--- src/dma_flags_pkg.sv ---
/*
  Shared constants and types for the DMA channel flag and control block:
  register offsets, flag and control field layouts, reset values.
  Assumes a single synchronous clock and five channels.
*/
// Operation
// - Error flag set per channel, sticky.
// - Half-transfer flag set per channel, sticky.
// - Full-transfer flag set per channel, sticky.
// - Global flag is OR of three flags.
// - Flag register read-only, offset zero, upper zero.
// - Writing one clears error flag.
// - Writing one clears half-transfer flag.
// - Writing one clears full-transfer flag.
// - Global clear bit clears all four flags.
// - Control registers at eight plus channel step.
// - Bit 14 selects memory-to-memory mode.
// - Bits 13:12 hold channel priority, locked.
// - Bits 11:10 select memory width.
// - Bits 9:8 select peripheral width.
// - Bit 7 enables memory address increment.
// - Bit 6 enables peripheral address increment.
// - Bit 5 enables circular mode.
// - Settings ignore writes while channel enabled.
// - Bit 4 selects direction, locked when enabled.
// - Bits 3:1 enable interrupts, bit 0 enables.
// - Channel interrupt on enabled flagged event.

package dma_flags_pkg;

  // ==========================================================================
  // Sizes and offsets
  localparam int         N_CHANNELS  = 5;
  localparam int         ADDR_W      = 8;
  localparam int         FLAG_STRIDE = 4;
  localparam int         CTL_USED    = 15;
  localparam logic [7:0] FLAGS_OFS   = 8'h00;
  localparam logic [7:0] CLEAR_OFS   = 8'h04;
  localparam logic [7:0] CTL_BASE    = 8'h08;
  localparam logic [7:0] CTL_STEP    = 8'h14;

  // ==========================================================================
  // Reset values and masks
  localparam logic [3:0]  FLAG_RESET    = 4'h0;
  localparam logic [14:0] CTL_RESET     = 15'h0000;
  localparam logic [14:0] CTL_LOCK_MASK = 15'h7ff0;
  localparam logic [31:0] WORD_ZERO     = 32'h0000_0000;

  // ==========================================================================
  // One channel's flags, laid out as its nibble of the flag word.
  typedef struct packed {
    logic error_flag;
    logic half_done_flag;
    logic full_done_flag;
    logic global_flag;
  } flags_s;

  // One channel's control bits 14:0, in register order.
  typedef struct packed {
    logic       mem_to_mem_select;
    logic [1:0] channel_priority;
    logic [1:0] memory_width;
    logic [1:0] peripheral_width;
    logic       memory_increment;
    logic       peripheral_increment;
    logic       circular_enable;
    logic       direction;
    logic       error_irq_enable;
    logic       half_done_irq_enable;
    logic       full_done_irq_enable;
    logic       channel_enable;
  } ctl_s;

  // Bus-facing state of the top module.
  typedef struct packed {
    logic [31:0]           prdata;
    logic                  pready;
    logic                  pslverr;
    logic [N_CHANNELS-1:0] irq;
  } apb_state_s;

endpackage : dma_flags_pkg

--- src/dma_channel_flags.sv ---
/*
  Sticky event flags of one DMA channel with write-one-to-clear.
  Assumes event pulses and clear strobes come from logic on clk.
*/
`timescale 1ns/10ps

module dma_channel_flags (
  input  wire logic                  clk,
  input  wire logic                  rst_b,
  input  wire logic                  error_event,
  input  wire logic                  half_event,
  input  wire logic                  full_event,
  input  wire dma_flags_pkg::flags_s clear,
  output dma_flags_pkg::flags_s      flags
);

  dma_flags_pkg::flags_s state;
  dma_flags_pkg::flags_s next_state;

  // ==========================================================================
  // Set wins over clear; the global clear drops every flag of the channel.
  always_comb
  begin
    next_state.error_flag     = error_event |
      (state.error_flag & ~clear.error_flag & ~clear.global_flag);
    next_state.half_done_flag = half_event |
      (state.half_done_flag & ~clear.half_done_flag & ~clear.global_flag);
    next_state.full_done_flag = full_event |
      (state.full_done_flag & ~clear.full_done_flag & ~clear.global_flag);
    next_state.global_flag    = next_state.error_flag | next_state.half_done_flag |
      next_state.full_done_flag;
  end

  // Flag storage.
  always_ff @(posedge clk or negedge rst_b)
  begin
    if (!rst_b)
      state <= dma_flags_pkg::FLAG_RESET;
    else
      state <= next_state;
  end

  assign flags = state;

endmodule : dma_channel_flags

--- src/dma_channel_ctl.sv ---
/*
  Control register of one DMA channel with the enable lock.
  Assumes the write strobe is a single cycle on clk.
*/
`timescale 1ns/10ps

module dma_channel_ctl (
  input  wire logic                clk,
  input  wire logic                rst_b,
  input  wire logic                write,
  input  wire dma_flags_pkg::ctl_s wdata,
  output dma_flags_pkg::ctl_s      ctl
);

  dma_flags_pkg::ctl_s state;
  dma_flags_pkg::ctl_s next_state;

  // ==========================================================================
  // While enabled only the interrupt enables and the enable bit take writes.
  always_comb
  begin
    next_state = state;
    if (write && state.channel_enable)
      next_state = (state & dma_flags_pkg::CTL_LOCK_MASK) |
                   (wdata & ~dma_flags_pkg::CTL_LOCK_MASK);
    else if (write)
      next_state = wdata;
  end

  // Control storage.
  always_ff @(posedge clk or negedge rst_b)
  begin
    if (!rst_b)
      state <= dma_flags_pkg::CTL_RESET;
    else
      state <= next_state;
  end

  assign ctl = state;

endmodule : dma_channel_ctl

--- src/dma_flags_ctrl.sv ---
/*
  APB slave holding the flag, flag-clear and per-channel control
  registers of a five-channel DMA controller, plus per-channel interrupts.
  Assumes the transfer engine sends single-cycle event pulses on clk and
  reads the channel settings from channel_config.
*/
// Implementation choice: the APB slave port.
`timescale 1ns/10ps

module dma_flags_ctrl (
  input  wire logic                                           clk,
  input  wire logic                                           rst_b,
  input  wire logic                                           psel,
  input  wire logic                                           penable,
  input  wire logic                                           pwrite,
  input  wire logic [dma_flags_pkg::ADDR_W-1:0]               paddr,
  input  wire logic [31:0]                                    pwdata,
  output logic [31:0]                                         prdata,
  output logic                                                pready,
  output logic                                                pslverr,
  input  wire logic [dma_flags_pkg::N_CHANNELS-1:0]           error_event,
  input  wire logic [dma_flags_pkg::N_CHANNELS-1:0]           half_event,
  input  wire logic [dma_flags_pkg::N_CHANNELS-1:0]           full_event,
  output dma_flags_pkg::ctl_s [dma_flags_pkg::N_CHANNELS-1:0] channel_config,
  output logic [dma_flags_pkg::N_CHANNELS-1:0]                channel_irq
);

  localparam int N = dma_flags_pkg::N_CHANNELS;

  dma_flags_pkg::apb_state_s state;
  dma_flags_pkg::apb_state_s next_state;
  dma_flags_pkg::flags_s     flags     [N];
  dma_flags_pkg::flags_s     clear     [N];
  dma_flags_pkg::ctl_s       ctl       [N];
  logic                      hit_flags;
  logic                      hit_clear;
  logic [N-1:0]              hit_ctl;
  logic                      hit_any;
  logic                      done;
  logic [N-1:0]              ctl_write;
  logic [N-1:0]              irq_calc;
  logic [31:0]               read_word;

  // ==========================================================================
  // Address of a channel's control register.
  function automatic logic [7:0] ctl_addr(input int idx);
    ctl_addr = 8'(dma_flags_pkg::CTL_BASE + dma_flags_pkg::CTL_STEP * 8'(idx));
  endfunction : ctl_addr

  // ==========================================================================
  // Address decode. Unmapped words, including the counter and address
  // registers kept elsewhere, answer with an error.
  always_comb
  begin
    hit_flags = 1'b0;
    hit_clear = 1'b0;
    hit_ctl   = '0;
    if (paddr == dma_flags_pkg::FLAGS_OFS)
      hit_flags = 1'b1;
    else if (paddr == dma_flags_pkg::CLEAR_OFS)
      hit_clear = 1'b1;
    else
    begin
      for (int i = 0; i < N; i++)
      begin
        if (paddr == ctl_addr(i))
          hit_ctl[i] = 1'b1;
      end
    end
  end

  assign hit_any = hit_flags | hit_clear | (|hit_ctl);

  // A transfer completes at the edge that sees the access phase with pready.
  // Only whole words are written; there are no byte strobes.
  assign done = psel & penable & state.pready;

  // ==========================================================================
  // Read data. The clear register is write-only and reads zero; reserved
  // bits above the used fields read zero.
  always_comb
  begin
    read_word = dma_flags_pkg::WORD_ZERO;
    if (hit_flags)
    begin
      for (int i = 0; i < N; i++)
        read_word[i*dma_flags_pkg::FLAG_STRIDE +: dma_flags_pkg::FLAG_STRIDE] = flags[i];
    end
    else
    begin
      for (int i = 0; i < N; i++)
      begin
        if (hit_ctl[i])
          read_word[dma_flags_pkg::CTL_USED-1:0] = ctl[i];
      end
    end
  end

  // ==========================================================================
  // Per-channel flags, control registers and write strobes.
  generate
    for (genvar g = 0; g < N; g++)
    begin : g_chan
      assign clear[g]     = (done && pwrite && hit_clear) ?
        dma_flags_pkg::flags_s'(pwdata[g*dma_flags_pkg::FLAG_STRIDE +: dma_flags_pkg::FLAG_STRIDE]) :
        dma_flags_pkg::flags_s'(dma_flags_pkg::FLAG_RESET);
      assign ctl_write[g] = done & pwrite & hit_ctl[g];
      assign irq_calc[g]  = (flags[g].error_flag & ctl[g].error_irq_enable) |
                            (flags[g].half_done_flag & ctl[g].half_done_irq_enable) |
                            (flags[g].full_done_flag & ctl[g].full_done_irq_enable);
      assign channel_config[g] = ctl[g];

      dma_channel_flags u_flags (
        .clk         (clk),
        .rst_b       (rst_b),
        .error_event (error_event[g]),
        .half_event  (half_event[g]),
        .full_event  (full_event[g]),
        .clear       (clear[g]),
        .flags       (flags[g])
      );

      dma_channel_ctl u_ctl (
        .clk   (clk),
        .rst_b (rst_b),
        .write (ctl_write[g]),
        .wdata (dma_flags_pkg::ctl_s'(pwdata[dma_flags_pkg::CTL_USED-1:0])),
        .ctl   (ctl[g])
      );
    end
  endgenerate

  // ==========================================================================
  // Bus answer: read data and error are captured in the setup cycle, so
  // every access completes in its first access cycle.
  always_comb
  begin
    next_state         = state;
    next_state.pready  = psel & ~penable;
    next_state.pslverr = psel & ~penable & ~hit_any;
    next_state.prdata  = (psel && !penable && !pwrite) ? read_word : dma_flags_pkg::WORD_ZERO;
    next_state.irq     = irq_calc;
  end

  // State register.
  always_ff @(posedge clk or negedge rst_b)
  begin
    if (!rst_b)
      state <= '0;
    else
      state <= next_state;
  end

  assign prdata      = state.prdata;
  assign pready      = state.pready;
  assign pslverr     = state.pslverr;
  assign channel_irq = state.irq;

  // ==========================================================================
  // Checks on the block's own behaviour.
  logic [N-1:0] err_vec;
  logic [N-1:0] half_vec;
  logic [N-1:0] full_vec;
  logic [N-1:0] glob_vec;
  logic [N-1:0] clr_err;
  logic [N-1:0] clr_half;
  logic [N-1:0] clr_full;

  // Flattened flag and clear vectors for the checks.
  always_comb
  begin
    for (int i = 0; i < N; i++)
    begin
      err_vec[i]  = flags[i].error_flag;
      half_vec[i] = flags[i].half_done_flag;
      full_vec[i] = flags[i].full_done_flag;
      glob_vec[i] = flags[i].global_flag;
      clr_err[i]  = clear[i].error_flag | clear[i].global_flag;
      clr_half[i] = clear[i].half_done_flag | clear[i].global_flag;
      clr_full[i] = clear[i].full_done_flag | clear[i].global_flag;
    end
  end
endmodule : dma_flags_ctrl

--- config.mk ---
export PLATFORM = sky130hd
export DESIGN_NAME = dma_flags_ctrl
export DESIGN_NICKNAME = d
export VERILOG_FILES = /design/src/dma_flags_pkg.sv /design/src/dma_channel_flags.sv /design/src/dma_channel_ctl.sv /design/src/dma_flags_ctrl.sv
export SDC_FILE = /design/constraint.sdc
export NUM_CORES = 1
export LEC_CHECK = 0
export ABC_CLOCK_PERIOD_IN_PS = 4300
export BUFFER_PORTS_ARGS = -buffer_cell sky130_fd_sc_hd__buf_2
export CAP_MARGIN = 20
export CORE_MARGIN = 2
export CORE_UTILIZATION = 55
export DETAILED_ROUTE_END_ITERATION = 10
export PLACE_DENSITY = 0.88
export SYNTH_ARGS = -nofsm -noshare
export SYNTH_HDL_FRONTEND = slang
export SYNTH_SLANG_ARGS = --single-unit
--- constraint.sdc ---
create_clock -name clk -period 4.3 [get_ports clk]
set_clock_uncertainty 0.05 [all_clocks]
set_input_delay 0.43 -clock clk [delete_from_list [all_inputs] [get_ports clk]]
set_output_delay 0.43 -clock clk [all_outputs]
set_load 0.05 [all_outputs]
* Yosys cells after proc, flatten, opt, wreduce, memory -nomap -nowiden
Cells that the tools add are included.
** Word-level totals
- Bits in registers :: 122
- Input port bits :: 60
- Output and inout port bits :: 114
** Cells by class
- Equal/unequal tests :: 6
- Multiplexer cells :: 33
- Bitwise logic cells :: 119
- Reductions and logical operators :: 18
** Operators by type and width (number)
- two-way mux 15 bit :: 16
- bitwise OR 15 x 4 -> 15 bit :: 5
- bitwise AND 1 bit :: 55
- bitwise OR 1 bit :: 37
- inverter 1 bit :: 22
- two-way mux 20 bit :: 1
- two-way mux 4 bit :: 5
- equality test 8 x 7 -> 1 bit (second input constant) :: 2
- two-way mux 5 bit :: 3
- nonzero test 2 bit :: 5
- logical AND 1 bit :: 9
- equality test 8 x 3 -> 1 bit (second input constant) :: 1
- equality test 8 x 4 -> 1 bit (second input constant) :: 1
- equality test 8 x 5 -> 1 bit (second input constant) :: 1
- equality test 8 x 6 -> 1 bit (second input constant) :: 1
- zero test 8 bit :: 1
- two-way mux 1 bit :: 8
- OR reduction 5 bit :: 1
- zero test 1 bit :: 2

* Logic depth before layout (Yosys ltp)
- Word-level depth :: 11
- Depth in mapped cells :: 7
- Mapped depth without buffers :: 4

* Cells and area by module
A second synthesis with hierarchy kept.
** Unflattened totals
- Cell total of the unflattened synthesis :: 441
- Area, all modules :: 5759.3 um2
** By module, submodules not included
- dma_channel_ctl :: times used 5, cells an instance 32, area an instance 601.8 um2, seq. area each 375.4 um2
- dma_flags_ctrl :: times used 1, cells an instance 221, area an instance 1974.4 um2, seq. area each 675.6 um2
- dma_channel_flags :: times used 5, cells an instance 12, area an instance 155.1 um2, seq. area each 100.1 um2

* Worst setup path after synthesis
No wires, ideal clock.
- Kind :: register to register
- Start point :: reg state (netlist bit pready)
- End point :: reg g_chan[0].u_flags.state (netlist bit g_chan[0].u_flags.flags[0])
- Arrival :: 2.015 ns
- Required time :: 4.112 ns
- Path slack :: 2.097 ns
- Stages on the path, launching flop included :: 6
- Period minus slack after synthesis :: 2.203 ns
- Cell sequence :: dfrtp_1 -> and4_1 -> nand4_4 -> buf_6 -> a211o_1 -> or4b_1
** RTL lines
- start, declared :: RTL line dma_flags_ctrl.sv:30 : dma_flags_pkg::apb_state_s state;
- start signal, assigned :: RTL line dma_flags_ctrl.sv:151 : state <= next_state;
- end signal, assigned :: RTL line dma_channel_flags.sv:38 : state <= dma_flags_pkg::FLAG_RESET;
- end signal, assigned :: RTL line dma_channel_flags.sv:40 : state <= next_state;
- end, declared :: RTL line dma_channel_flags.sv:17 : dma_flags_pkg::flags_s state;

* Worst setup path after layout
- Start point :: in paddr[3] (netlist bit)
- End point :: reg g_chan[3].u_ctl.state (netlist bit g_chan[3].u_ctl.ctl[5])
** On the way
- Longest elaborated chain between the ends :: 7
- Elaborated cells on any way between the ends :: 10
- Classes of those cells :: eq/ne: 2; mux: 4; bitwise: 1; reduce/logical: 3
** RTL lines
- start, declared :: RTL line dma_flags_ctrl.sv:16 : input wire logic [dma_flags_pkg::ADDR_W-1:0] paddr,
- equality test 8 x 7 -> 1 bit :: RTL line dma_flags_ctrl.sv:66 : if (paddr == ctl_addr(i))
- two-way mux 1 bit :: RTL line dma_flags_ctrl.sv:66
- two-way mux 5 bit :: RTL line dma_flags_ctrl.sv:60 : else if (paddr == dma_flags_pkg::CLEAR_OFS)
- two-way mux 5 bit (*) :: RTL line dma_flags_ctrl.sv:58 : if (paddr == dma_flags_pkg::FLAGS_OFS)
- bitwise AND 1 bit (*) :: RTL line dma_flags_ctrl.sv:107 : assign ctl_write[g] = done & pwrite & hit_ctl[g];
- logical AND 1 bit :: RTL line dma_channel_ctl.sv:23 : if (write && state.channel_enable)
- two-way mux 15 bit / nonzero test 2 bit (equally long branches)
- end signal, assigned :: RTL line dma_channel_ctl.sv:34 : state <= dma_flags_pkg::CTL_RESET;
- end signal, assigned :: RTL line dma_channel_ctl.sv:36 : state <= next_state;
- end, declared :: RTL line dma_channel_ctl.sv:15 : dma_flags_pkg::ctl_s state;
Mark *: on every way between the ends. The rest lies on a longest branch, timed or not.
A chain may end at the register's enable or synchronous reset.

==> results.txt <==
Post-synth ARST share = 100%
PortBufs = 149
setup repair after global routing missed its margin = false
# rows = 36
Required @ worst endpoint = 4650 ps
setup TNS = 0 ps
PostCTS Resize Cnt = 0
Worst-path clk slew = 60 ps
GRT Overall Usage = 32.6%
Synth Register Bits = 122
Main synth FF type = dfrtp_1
pin count of the biggest net entering global routing = 55
top post-synthesis cells by area = dfrtp_1 55%, mux2_2 13%, a221oi_1 2.5%, a222oi_1 2.2%, mux2_1 2.0%
# H-tree levels = 4
# hold bufs at CTS = 1
post-route cell area = 6940 um2
CP max FO = 17
global route total overflow = 0
P per Cell Area = 396 nW/um2
fillers = 657
CP max stage delay = 710 ps
Worst Max-Slew Pin Slew = 1150 ps
GP Congestion = 0.935
Post-synth EDFFs = 0
Clock Tree Root = clkbuf_8
P&R area growth vs syn = 25.8%
Worst EP arrival = 2860 ps
status = completed
headroom to the max-slew limit = 23.1%
Fmax = 398 MHz
LEAKAGE = 3.50 nW
Max Slew Vio Count = 0
insertion delay to the later sink of the worst-skew pair = 530 ps
Tcrit/Tclk final = 58.4%
CTS Buf Count = 17
drt drc = 0
initial antenna violation count = 0
final hold violation count = 0
Die Wd = 104 um
I/O pins = 174
cell with the most instances after synthesis = dfrtp_1
tightest hold margin = 54.5 ps
leading area contributor after synthesis = dfrtp_1
Max Cap Viol = 0
synth cell count leaders = 122 x dfrtp_1, 65 x mux2_2, 16 x a221oi_1
final core occ = 71.0%
first-pass GRT wire length = 26.9 mm
worst-path cell chain = buf_2 > or3_1 > nor4_4 > and2b_1 > mux2_1
DPL Wire Length = 11.3 mm
share of layout cells above drive strength 1 = 44.4%
CTS tree = done
Worst setup SP type = primary input
DR WL/cell = 24.0 um
Setup violations, final = 0
# diodes = 0
Avg Inst Size Synth = 13.0 um2
Slowest-stage cell, CP = or3_1
post-synthesis sequential area ratio = 55.3%
Gate Count Post-Synth = 425
critical path type = primary input to flop
starting density of the core = 56.5%
Placed Area = 6340 um2
Die ar. = 10900 um2
crit end category = flop
Die Y = 104 um
DR pass1 iterations = 8
VDD IR max = 0.327 mV
Tmin final = 2510 ps
post-CTS setup buffer count = 0
synthesized area = 5520 um2
Post-layout nets = 637
DR vias = 4718
final wirelength = 17.3 mm
vias in the first global route = 4921
share of the synthesized area in the top cell type = 55.3%
drt first-iter violations = 563
Yosys Warn Count = 0
Post-DRT Antenna Nets = 0
Unique masters post-synth = 54
Core Area = 9770 um2
CTS Sinks = 122
clk buf depth = 2
Vias per Instance = 6.54
worst hold path class = primary input to flop
flip-flops by register name, summed over array words and instances (netlist names):
signal                flops
g_chan.u_ctl.ctl         75
pslverr                   1
channel_irq               5
pready                    1
g_chan.u_flags.flags     20
prdata                   20
routing by layer:
metal	GRT usage, %	routed length, um	part of all wire, %	vias up
met3	13.5	2150	12	66
met4	18.0	765	4.4	0
li1	-	-	-	1943
met1	39.6	6270	36	2333
met2	49.5	8120	47	376
met5	0	0	0	-
cell families after synthesis:
logic type                share of synthesized area (%)
xor gates and xnor gates                          0.159
other                                            0.0679
muxes                                              15.3
and+or+nand+nor                                    11.7
AOI/OAI and AO/OA                                  13.4
buffers and inverters                              4.08
DFF                                                55.3
power by group:
group	internal, W	leakage [nW]	total (W)	switching, W
clock network	0.000936	0.286	0.00143	0.000493
logic	0.0000395	1.61	0.000163	0.000123
registers	0.00115	1.60	0.00116	0.00000379
total	0.00213	3.50	0.00275	0.000620
worst paths after layout:
| kind | from | endpoint | slack (ps) | cells past startpoint |
|---|---|---|---|---|
| max reg2reg | pready | g_chan[3].u_ctl.ctl[5] | 2050 | 4 |
| min | error_event[3] | g_chan[3].u_flags.flags[3] | 50 | 2 |
| max in group asynchronous | rst_b | g_chan[4].u_flags.flags[3] | 2830 | 3 |
| min reg2reg | g_chan[4].u_flags.flags[0] | prdata[16] | 450 | 1 |
| min in group asynchronous | rst_b | g_chan[1].u_ctl.ctl[13] | 440 | 2 |
| max | paddr[3] | g_chan[3].u_ctl.ctl[5] | 1790 | 5 |
per-stage QoR:
step / worst slack (ps) / instances / power [W]
after global routing: 1790 / 721 / 0.00282
after CTS: 1790 / 720 / 0.00274
after detailed placement: 1290 / 689 / 0.00134
after floorplan: 2100 / 436 / 0.00126
final: 1790 / 721 / 0.00275
after global placement: 1370 / 688 / 0.00133
layout by cell type (no fill, tap or decap), types with 7 or more instances in the layout:
cell type,instances
a211o_1,10
o311ai_0,8
buf_4,8
a221oi_1,16
nor3b_1,10
buf_2,148
o22ai_1,13
mux2_1,10
nor2_1,13
and3_1,7
a222oi_1,12
nand3_1,7
clkbuf_16,16
conb_1,12
mux2_2,65
dfrtp_1,122
o21ai_0,10
nand2b_1,7
final cells by class:
class                           instances  area [um2]  share of cell area [%]
Clock buffer                           23         477                    6.86
Clock inverter                          7         115                    1.66
Inverter                                5        18.8                   0.270
Multi-Input combinational cell        272        2290                    32.9
Sequential cell                       122        3050                    44.0
Tap cell                              133         166                    2.40
Timing Repair Buffer                  159         827                    11.9
critical path: cells and delay by family:
family        cells  cell delay, ps
simple gates      3            1900
mux               1             400
buf+inv           1             130
Note: power is estimated with default switching activity, not from simulation.
